<file path="config.mk">
export PLATFORM = sky130hd
export DESIGN_NAME = srb_top
export DESIGN_NICKNAME = d
export VERILOG_FILES = /design/src/hdl/srb_pkg.sv /design/src/hdl/srb_sync.sv /design/src/hdl/srb_rst_gen.sv /design/src/hdl/srb_top.sv
export VERILOG_INCLUDE_DIRS = /design/src /design/src/hdl
export SDC_FILE = /design/constraint.sdc
export NUM_CORES = 1
export LEC_CHECK = 0
export BUFFER_PORTS_ARGS = -buffer_cell sky130_fd_sc_hd__buf_4
export CAP_MARGIN = 10
export CORE_UTILIZATION = 53
export CTS_CLUSTER_DIAMETER = 60
export DETAILED_ROUTE_END_ITERATION = 7
export PLACE_DENSITY = 0.88
export SKIP_CTS_REPAIR_TIMING = 1
export SYNTH_ARGS = -nofsm -noshare
export SYNTH_HDL_FRONTEND = slang
export SYNTH_HIERARCHICAL = 1
export SYNTH_SLANG_ARGS = --single-unit
export TNS_END_PERCENT = 1
</file>
<file path="constraint.sdc">
create_clock -name i_clk_sys -period 1.35 [get_ports i_clk_sys]
set_clock_uncertainty 0.2 [all_clocks]
set_input_delay 0.135 -clock i_clk_sys [delete_from_list [all_inputs] [get_ports i_clk_sys]]
set_output_delay 0.135 -clock i_clk_sys [all_outputs]
set_load 0.02 [all_outputs]
</file>
<file path="src/hdl/srb_regs.svh">
// Register offsets, field masks and bit positions of the sleep reset bank
`ifndef SRB_REGS_SVH
`define SRB_REGS_SVH
`define SRB_OFS_HOST_EN 8'h3c
`define SRB_OFS_CTRL_EN 8'h40
`define SRB_OFS_HOST_STS 8'h50
`define SRB_OFS_CTRL_STS 8'h54
`define SRB_EN_RST 32'h0000_0000
`define SRB_HOST_WR_MASK 32'h001f_fc0f
`define SRB_HOST_RST_MASK 32'h0019_100e
`define SRB_CTRL_WR_MASK 32'hc7f0_3ff7
`define SRB_CTRL_RST_MASK 32'hc7f0_3ff7
`define SRB_HOST_SCRATCH_BIT 20
`define SRB_HOST_ESPI_BIT 19
`define SRB_HOST_KBD_BIT 16
`define SRB_HOST_GCFG_BIT 12
`define SRB_HOST_FWHB_BIT 3
`define SRB_HOST_FWHA_BIT 2
`define SRB_HOST_UART_BIT 1
`define SRB_HOST_SPARE_BIT 0
`define SRB_CTRL_TMRB_BIT 31
`define SRB_CTRL_PWM7_BIT 26
`define SRB_CTRL_FAN_SPEED_INPUT_3_BIT 13
`define SRB_CTRL_WDT_BIT 9
`define SRB_CTRL_CPU_BIT 8
`define SRB_CTRL_DMA_BIT 6
`define SRB_CTRL_IRQ_BIT 0
`endif

</file>
<file path="src/hdl/srb_pkg.sv">
// Types and address decode shared by the sleep reset bank
package srb_pkg;
`include "srb_regs.svh"

  // Register bus request bundle
  typedef struct packed {
    logic [7:0] addr;
    logic [31:0] wdata;
    logic wr;
    logic rd;
  } srb_bus_req_t;

  // Register selected by an address
  typedef enum {
    SRB_SEL_NONE,
    SRB_SEL_HOST_EN,
    SRB_SEL_CTRL_EN,
    SRB_SEL_HOST_STS,
    SRB_SEL_CTRL_STS
  } srb_sel_t;

  // Address decode used by both read and write paths
  function automatic srb_sel_t srb_decode(input logic [7:0] addr);
    srb_sel_t sel;
    sel = SRB_SEL_NONE;
    case (addr)
      `SRB_OFS_HOST_EN: sel = SRB_SEL_HOST_EN;
      `SRB_OFS_CTRL_EN: sel = SRB_SEL_CTRL_EN;
      `SRB_OFS_HOST_STS: sel = SRB_SEL_HOST_STS;
      `SRB_OFS_CTRL_STS: sel = SRB_SEL_CTRL_STS;
      default: sel = SRB_SEL_NONE;
    endcase
    return sel;
  endfunction
endpackage

</file>
<file path="src/hdl/srb_sync.sv">
// Two-flop synchroniser for a vector of sleep indications
`timescale 1ns/1ps
module srb_sync import srb_pkg::*; #(
  parameter int W = 32
) (
  input wire logic i_clk_sys, // System clock
  input wire logic i_arst_n, // Async reset, active low
  input wire logic [W-1:0] i_async, // Unsynchronised levels
  output logic [W-1:0] o_sync // Synchronised levels
);
  logic [W-1:0] meta_q;
  logic [W-1:0] meta_d;
  logic [W-1:0] sync_q;
  logic [W-1:0] sync_d;

  // First stage only feeds the second
  always_comb begin
    meta_d = i_async;
    sync_d = meta_q;
  end

  // Both stages clear on reset
  always_ff @(posedge i_clk_sys or negedge i_arst_n) begin
    if (!i_arst_n) begin
      meta_q <= '0;
      sync_q <= '0;
    end else begin
      meta_q <= meta_d;
      sync_q <= sync_d;
    end
  end

  assign o_sync = sync_q;
endmodule

</file>
<file path="src/hdl/srb_rst_gen.sv">
// Per-block sleep reset generation from enable and sleep state
`timescale 1ns/1ps
module srb_rst_gen import srb_pkg::*; #(
  parameter int W = 32,
  parameter logic [W-1:0] MASK = '1
) (
  input wire logic i_clk_sys, // System clock
  input wire logic i_arst_n, // Async reset, active low
  input wire logic [W-1:0] i_en, // Reset-on-sleep enables
  input wire logic [W-1:0] i_asleep, // Synchronised sleep state
  output logic [W-1:0] o_rst // Registered block resets
);
  logic [W-1:0] rst_q;
  logic [W-1:0] rst_d;

  // One reset flop per block position
  for (genvar g = 0; g < W; g++) begin : g_bit
    // Held only while asleep and enabled
    always_comb begin
      rst_d[g] = MASK[g] & i_en[g] & i_asleep[g];
    end

    // Registered so block resets are glitch free
    always_ff @(posedge i_clk_sys or negedge i_arst_n) begin
      if (!i_arst_n) begin
        rst_q[g] <= 1'b0;
      end else begin
        rst_q[g] <= rst_d[g];
      end
    end
  end

  assign o_rst = rst_q;
endmodule

</file>
<file path="src/hdl/srb_top.sv">
// Sleep reset enable bank: two enable registers and block resets
//
// Strobed register access was chosen for this implementation.
`timescale 1ns/1ps
`include "srb_regs.svh"
module srb_top import srb_pkg::*; (
  input wire logic i_clk_sys, // System clock, 25 MHz
  input wire logic i_arst_n, // Async reset, active low
  input wire logic [7:0] i_addr, // Register byte address
  input wire logic [31:0] i_wdata, // Write data
  input wire logic i_wr, // Write strobe
  input wire logic i_rd, // Read strobe
  output logic [31:0] o_rdata, // Read data, cycle after strobe
  input wire logic [31:0] i_host_sleep, // Host-side blocks asleep
  input wire logic [31:0] i_ctrl_sleep, // Controller blocks asleep
  output logic [31:0] o_host_blk_rst, // Host-side block resets
  output logic [31:0] o_ctrl_blk_rst, // Controller block resets
  output logic o_shared_flash_bridge_rst // Flash bridge reset
);
  srb_bus_req_t req;
  srb_sel_t wr_sel;
  srb_sel_t rd_sel;
  logic [31:0] host_en_q;
  logic [31:0] host_en_d;
  logic [31:0] ctrl_en_q;
  logic [31:0] ctrl_en_d;
  logic [31:0] rdata_q;
  logic [31:0] rdata_d;
  logic [31:0] host_sleep_s;
  logic [31:0] ctrl_sleep_s;
  logic [31:0] host_rst;
  logic [31:0] ctrl_rst;

  // Bundle the bus and decode once per strobe kind
  assign req = '{addr: i_addr, wdata: i_wdata, wr: i_wr, rd: i_rd};
  assign wr_sel = req.wr ? srb_decode(req.addr) : SRB_SEL_NONE;
  assign rd_sel = req.rd ? srb_decode(req.addr) : SRB_SEL_NONE;

  // Sleep indications come from gated block clocks
  srb_sync #(
    .W(32)
  ) u_host_sync (
    .i_clk_sys(i_clk_sys),
    .i_arst_n(i_arst_n),
    .i_async(i_host_sleep),
    .o_sync(host_sleep_s)
  );

  srb_sync #(
    .W(32)
  ) u_ctrl_sync (
    .i_clk_sys(i_clk_sys),
    .i_arst_n(i_arst_n),
    .i_async(i_ctrl_sleep),
    .o_sync(ctrl_sleep_s)
  );

  // Host-side resets, only blocks that own a bit
  srb_rst_gen #(
    .W(32),
    .MASK(`SRB_HOST_RST_MASK)
  ) u_host_rst (
    .i_clk_sys(i_clk_sys),
    .i_arst_n(i_arst_n),
    .i_en(host_en_q),
    .i_asleep(host_sleep_s),
    .o_rst(host_rst)
  );

  // Controller-side resets
  srb_rst_gen #(
    .W(32),
    .MASK(`SRB_CTRL_RST_MASK)
  ) u_ctrl_rst (
    .i_clk_sys(i_clk_sys),
    .i_arst_n(i_arst_n),
    .i_en(ctrl_en_q),
    .i_asleep(ctrl_sleep_s),
    .o_rst(ctrl_rst)
  );

  // Held resets keep sleeping blocks from taking writes
  assign o_host_blk_rst = host_rst;
  assign o_ctrl_blk_rst = ctrl_rst;
  // Flash bridge follows the serial host interface reset
  assign o_shared_flash_bridge_rst = host_rst[`SRB_HOST_ESPI_BIT];

  // Enable register next values
  always_comb begin
    host_en_d = host_en_q;
    ctrl_en_d = ctrl_en_q;
    if (wr_sel == SRB_SEL_HOST_EN) begin
      host_en_d = req.wdata & `SRB_HOST_WR_MASK;
    end
    if (wr_sel == SRB_SEL_CTRL_EN) begin
      ctrl_en_d = req.wdata & `SRB_CTRL_WR_MASK;
    end
  end

  // Enable registers clear on system reset
  always_ff @(posedge i_clk_sys or negedge i_arst_n) begin
    if (!i_arst_n) begin
      host_en_q <= `SRB_EN_RST;
      ctrl_en_q <= `SRB_EN_RST;
    end else begin
      host_en_q <= host_en_d;
      ctrl_en_q <= ctrl_en_d;
    end
  end

  // Read mux; unmapped and idle cycles return zero
  always_comb begin
    case (rd_sel)
      SRB_SEL_HOST_EN: rdata_d = host_en_q;
      SRB_SEL_CTRL_EN: rdata_d = ctrl_en_q;
      SRB_SEL_HOST_STS: rdata_d = host_rst;
      SRB_SEL_CTRL_STS: rdata_d = ctrl_rst;
      default: rdata_d = '0;
    endcase
  end

  // Read data register
  always_ff @(posedge i_clk_sys or negedge i_arst_n) begin
    if (!i_arst_n) begin
      rdata_q <= '0;
    end else begin
      rdata_q <= rdata_d;
    end
  end

  assign o_rdata = rdata_q;
endmodule

</file>
# == After elaboration in Yosys (flattened, before gate mapping) ==
# Cells that the tools add are included.
# totals
out_inout_bits,97
wordCells,79
in_bits,108
regBits,204
# op_classes
mux,4
n_bitwise,29
eq_ne,10
# ops
operator,count
case mux 32 bit (4 select lines),1
equality test 32 x 2 -> 1 bit (second input constant),3
equality test 32 x 3 -> 1 bit (second input constant),2
two-way mux 32 bit,2
equality test 32 x 1 -> 1 bit (second input constant),1
AND 1 bit,29
equality test 8 x 7 -> 1 bit (second input constant),3
case mux 3 bit (4 select lines),1
equality test 8 x 6 -> 1 bit (second input constant),1

# == Longest topological paths before layout ==
# Gate-level depths: netlist of the first run.
# depth
ltp_word,5
mapped_depth,6
ltp_nobuf,3

# == Hierarchy ==
# The synthesis of the first run kept the hierarchy.
# by_module_without_submodules
module,seq_area_each_um2,cells_per_inst,area_per_inst_um2,n_inst
srb_sync,1601.5,64,1601.5,2
srb_top,1726.7,224,3169.3,1
srb_rst_gen (u_ctrl_rst),550.5,55,767.0,1
srb_rst_gen (u_host_rst),175.2,40,410.4,1

# == Worst setup path before layout of the first run ==
# No wires, ideal clock.
# synth_timing
path_kind,input to register
from,input i_addr[5]
to,register ctrl_en_q[10]
setup_ps,125
n_path_buf,1
arrival_time_ps,1123
required_ps,1025
path_stages,4
slack_ps,-98
cell_sequence,nor4b_4 nand4_4 buf_6 mux2_4
# synth_via
elab_chain_cells,4
word_cells_on_any_way,7
classes_between,eq/ne: 5; mux: 2
# synth_rtl
element,line,source
start: declaration,srb_top.sv:9,"input wire logic [7:0] i_addr,"
equality test 8 x 7 -> 1 bit or equality test 8 x 6 -> 1 bit (tied branches),srb_pkg.sv:26,case (addr)
case mux 3 bit (4 select lines) *,srb_pkg.sv:26,
two-way mux 32 bit *,srb_top.sv:36,assign wr_sel = req.wr ? srb_decode(req.addr) : SRB_SEL_NONE;
equality test 32 x 3 -> 1 bit *,srb_top.sv:95,if (wr_sel == SRB_SEL_CTRL_EN) begin
end signal: assignment,srb_top.sv:104,ctrl_en_q <= `SRB_EN_RST;
end signal: assignment,srb_top.sv:107,ctrl_en_q <= ctrl_en_d;
end: declaration,srb_top.sv:25,logic [31:0] ctrl_en_q;
# Every way passes the cells marked *; elsewhere a longest branch is shown, timed or not.
# A chain may end at the register's enable or synchronous reset.

# == Worst setup path in the final report of the first run ==
# layout_timing
from,"register u_host_rst.rst_q[19], in the netlist u_host_rst/o_rst[19]"
to,output o_shared_flash_bridge_rst
# layout_lines
element,line,source
start: declaration,srb_rst_gen.sv:13,logic [W-1:0] rst_q;
start signal: indexed assignment,srb_rst_gen.sv:28,rst_q[g] <= rst_d[g];
end: declaration,srb_top.sv:18,output logic o_shared_flash_bridge_rst
# No word-level cell between the ends.

==> impl_metrics.tcl, run 1 <==
set metrics [dict create \
    syn_area_mm2 0.00579 \
    cts_max_path_buffers 2 \
    cts_buffers 17 \
    first_pass_iters 4 \
    io_pins 205 \
    cts.reportedPaths.clkPinSlew_ns 0.07 \
    worstSetupPathType "reg -> out" \
    die_w_um 107 \
    hold-worst-slack_ns -0.127 \
    hold_viol_final 28 \
    reg2reg_slack_ns 0.06 \
    cts_max_level 4 \
    wl_per_cell_um 19.7 \
    max_cap_violations 0 \
    multiInputGateArea_mm2 0.00165 \
    grt.total_usage_pct 23.5 \
    route.detailed.drc 0 \
    vias_per_cell 5.10 \
    rows 37 \
    hold_class "in -> async" \
    regArea_mm2 0.00390 \
    required_ns 1.01 \
    numPortBuffers 131 \
    placed_cells 642 \
    grt-ovfl-total 0 \
    fin_nets 694 \
    die_h_um 107 \
    tns_ns -1.33 \
    start_util_pct 55.4 \
    crit_chain "buf_6" \
    wirelength_um 14500 \
    grt_setup_unrepaired "true" \
    critPathCaptureType "output port" \
    first_iter_violations 167 \
    vias 3752 \
    nFillCells 528 \
    grt_max_degree 52 \
    dp_slack_ns -0.307 \
    leakage_nw 4.17 \
    cp_data_arrival_time_ns 1.10 \
    drv_slew 0 \
    setup_viol 49 \
    ir_worst_vdd_uv 1140 \
    ys_warn_count 6 \
    stdcell_count 735 \
    drtAntennaViolNets 0 \
    status "complete, but fails checks" \
    violations "hold timing, setup timing" \
    avgSynthCellArea_um2 15.4 \
    grt_antenna_before_repair 0 \
    crit_fanout 3 \
    period_minus_slack_ns 1.44 \
    cts_sinks 156 \
    cp_top_family "flip-flops" \
    dp_hpwl_um 8460 \
    p_total_mw 10.5 \
    core_mm2 0.0105 \
    timing.final.ws_setup_ns -0.0869 \
    cp_slowest_cell "dfrtp_1" \
    placed_cell_area_mm2 0.00693 \
    slowest_delay_ns 0.43 \
    gp_congestion 0.841 \
    final_util_pct 80.0 \
    dieArea_mm2 0.0114 \
    clock_latency_ns 0.51 \
    finalInstanceArea_mm2 0.00837 \
    grt_pass1_wl_um 19600 \
    syn_to_final_growth_pct 44.4 \
    synthCells 376 \
    power_density_mw_per_mm2 1260 \
    drive_above_1_share_pct 41.1 \
    n_antenna_cell 0 \
    cts_tree "built" \
    worst-path-buf-inv 1 \
    fin_crit_sh_pct 106 \
    timing.fmax_mhz 696 \
    crit_path_start_kind "register" \
    grt_pass1_vias 3795 \
    clockRootBuffer "clkbuf_8" \
]
sequential cells by signal, summed over array words and instances, names as in the netlist:
name	count
host_en_q	15
u_ctrl_rst/o_rst	22
u_host_sync/o_sync	7
o_rdata	32
u_host_rst/o_rst	7
u_ctrl_sync/o_sync	22
u_host_sync/meta_q	7
ctrl_en_q	22
u_ctrl_sync/meta_q	22
worst register-to-register path, delay by kind of cell (launching register included):
kind	cells	cell delay [ns]
flops	1	0.43
compound gates	1	0.27
mux	1	0.28
placed cells by master (no fill, tap or decap), types with 4 or more instances in the layout:
master / instances
clkbuf_16: 16
mux2i_1: 7
buf_6: 63
clkbuf_8: 4
o2bb2ai_1: 12
mux2_2: 42
buf_4: 79
dlygate4sd3_1: 61
conb_1: 35
dfrtp_1: 156
nor2_1: 18
and2_1: 30
buf_12: 7
a22oi_1: 22
mux2_4: 20
final cells by class:
| cell class | count | area share [%] |
|---|---|---|
| Clock buffer | 21 | 5.49 |
| Clock inverter | 11 | 1.58 |
| Multi-Input combinational cell | 201 | 19.7 |
| Sequential cell | 156 | 46.7 |
| Tap cell | 136 | 2.03 |
| Timing Repair Buffer | 210 | 24.5 |
report_power, final:
part / switching, mW / internal, mW / total [mW]
combinational: 0.456 / 0.466 / 0.922
clock: 1.88 / 2.80 / 4.69
sequential: 0.0817 / 4.84 / 4.92
total: 2.42 / 8.11 / 10.5
metal layers:
| metal | part of all wire, % | up-vias | wire [um] | global-route usage [%] |
|---|---|---|---|---|
| met5 | 0 | - | 0 | 0 |
| met4 | 1.2 | 0 | 172 | 6.26 |
| met3 | 5.6 | 13 | 805 | 7.30 |
| met2 | 53 | 162 | 7710 | 40.1 |
| met1 | 40 | 1928 | 5770 | 28.9 |
| li1 | - | 1649 | - | - |
final timing paths:
| check | to | from | depth (start not counted) |
|---|---|---|---|
| max reg2reg | o_rdata[19] | u_host_rst/o_rst[19] | 2 |
| min | ctrl_en_q[6] | i_arst_n | 2 |
| max in group asynchronous | u_ctrl_sync/meta_q[23] | i_arst_n | 3 |
| min in group i_clk_sys | o_rdata[3] | i_addr[2] | 4 |
| max | o_shared_flash_bridge_rst | u_host_rst/o_rst[19] | 1 |
| min reg2reg | u_ctrl_sync/o_sync[8] | u_ctrl_sync/meta_q[8] | 0 |
Note: power is estimated with default switching activity, not from simulation.
==> inputs of run 2 (changes only) <==
- CELL_PAD_IN_SITES_DETAIL_PLACEMENT: default -> 1
- CELL_PAD_IN_SITES_GLOBAL_PLACEMENT: default -> 2
- CORE_UTILIZATION: 53 -> 33
- PLACE_DENSITY: 0.88 -> 0.83
- REMOVE_ABC_BUFFERS: default -> 1
- clock period: 1.35 -> 1.2 ns (I/O delays scaled with it)
==> run 2 against run 1 <==
Compared with the run above:
- the run still ends with hold timing, setup timing left
- total power is 21% higher
- routed wire length is 1.0% higher
- hold slack better by 0.061 ns
- clock power is 29% higher
- clock-buffer cell count is 4 lower
- utilization is 29 points lower
- sequential share of layout area is 2.4 points lower
- register-to-register slack worse by 0.12 ns
- cell count is 14% higher
- critical path type unchanged
- largest power group is now the clock network
==> impl_metrics.tcl, run 2 (synthesized netlist as in run 1, its figures left out) <==
set metrics [dict create \
    status "complete, but fails checks" \
    violations "hold timing, setup timing" \
    tns_ns -4.92 \
    grt_antenna_before_repair 0 \
    grt_max_degree 44 \
    cts_tree "built" \
    syn_to_final_growth_pct 52.2 \
    worstSetupPathDepth 2 \
    cts_sinks 156 \
    wl_per_cell_um 17.4 \
    hold_viol_final 20 \
    grt_setup_unrepaired "true" \
    cts_buffers 17 \
    top_layer "met4" \
    hold_class "in -> async" \
    worstSetupPathType "reg -> out" \
    route.detailed.drc 0 \
    vias 3740 \
    setup_viol 68 \
    cp_top_family "flip-flops" \
    drive_above_1_share_pct 45.5 \
    ir_worst_vdd_uv 1040 \
    m1WireLength_um 6120 \
    drv_slew 0 \
    dieArea_mm2 0.0181 \
    dp_slack_ns -0.421 \
    route.met2.wl_um 7760 \
    final_util_pct 51.2 \
    stdcell_count 841 \
    gp_congestion 0.737 \
    final_cell_mix "dfrtp_1, buf_4, buf_6" \
    leakage_nw 4.32 \
    first_pass_iters 4 \
    cts_max_path_buffers 2 \
    vias_per_cell 4.45 \
    cp_slowest_cell "dfrtp_1" \
    clock_latency_ns 0.41 \
    numPortBuffers 131 \
    core_mm2 0.0172 \
    reg2reg_from "u_ctrl_rst/o_rst[12]" \
    timing.final.ws_setup_ns -0.183 \
    reg2reg_slack_ns -0.06 \
    cts.reportedPaths.clkPinSlew_ns 0.06 \
    largest_register_ffs 32 \
    final_common_cell "dfrtp_1" \
    timing.fmax_mhz 723 \
    io_pins 205 \
    cts_max_level 4 \
    die_h_um 135 \
    grt_pass1_vias 3888 \
    crit_path_start_kind "register" \
    startpoint "u_ctrl_rst/o_rst[1]" \
    critPathCaptureType "output port" \
    wl_met3_um 461 \
    required_ns 0.88 \
    drtAntennaViolNets 0 \
    die_w_um 135 \
    worst-path-buf-inv 2 \
    cpMostUsedCell "buf_6" \
    grt.total_usage_pct 15.8 \
    rows 48 \
    grt_pass1_wl_um 21200 \
    clockRootBuffer "clkbuf_16" \
    start_util_pct 33.6 \
    wirelength_um 14600 \
    crit_path_end "o_ctrl_blk_rst[1]" \
    power_density_mw_per_mm2 1440 \
    fin_crit_sh_pct 115 \
    first_iter_violations 83 \
    placed_cells 748 \
    grt-ovfl-total 0 \
    period_minus_slack_ns 1.38 \
    ff2ff_path_depth 4 \
    crit_chain "buf_6 -> buf_6" \
    fin_nets 712 \
    n_antenna_cell 0 \
    hold-worst-slack_ns -0.0660 \
    r2r_end "o_rdata[12]" \
    cp_data_arrival_time_ns 1.06 \
    crit_fanout 2 \
    slowest_delay_ns 0.40 \
    max_cap_violations 0 \
    dp_hpwl_um 9660 \
]
-- run 2: worst min-delay path by stage --
stage                  start               endpoint
global placement    i_arst_n  u_ctrl_sync/o_sync[0]
CTS                 i_arst_n    u_ctrl_rst/o_rst[2]
global route        i_arst_n    u_ctrl_rst/o_rst[2]
finish              i_arst_n    u_ctrl_rst/o_rst[2]
detailed placement  i_arst_n  u_ctrl_sync/o_sync[0]
floorplan           i_arst_n           ctrl_en_q[0]
-- run 2: final cells by class --
| class | count | area (um^2) |
|---|---|---|
| clock inverter | 14 | 241 |
| fill | 1685 | 8420 |
| clock buffer | 17 | 425 |
| sequential | 156 | 3900 |
| multi-input combinational | 201 | 1740 |
| timing repair buffer | 228 | 2230 |
| tap | 225 | 282 |
-- run 2: through the flow --
stage          power [mW]  cell area (um^2)
2_1_floorplan        5.94              5550
3_3_place_gp         6.46              7180
3_5_place_dp         6.49              7180
4_1_cts              12.6              7850
5_1_grt              13.1              8820
6_report             12.7              8820
-- run 2: layer usage --
layer	vias to the layer above	GRT usage [%]
li1	1693	-
met1	1925	18.9
met2	104	27.1
met3	18	4.09
met4	0	6.62
met5	-	0
-- run 2: report_power, final --
| group | switching [mW] | internal (mW) |
|---|---|---|
| sequential | 0.0922 | 5.44 |
| clock | 2.17 | 3.90 |
| combinational | 0.519 | 0.567 |
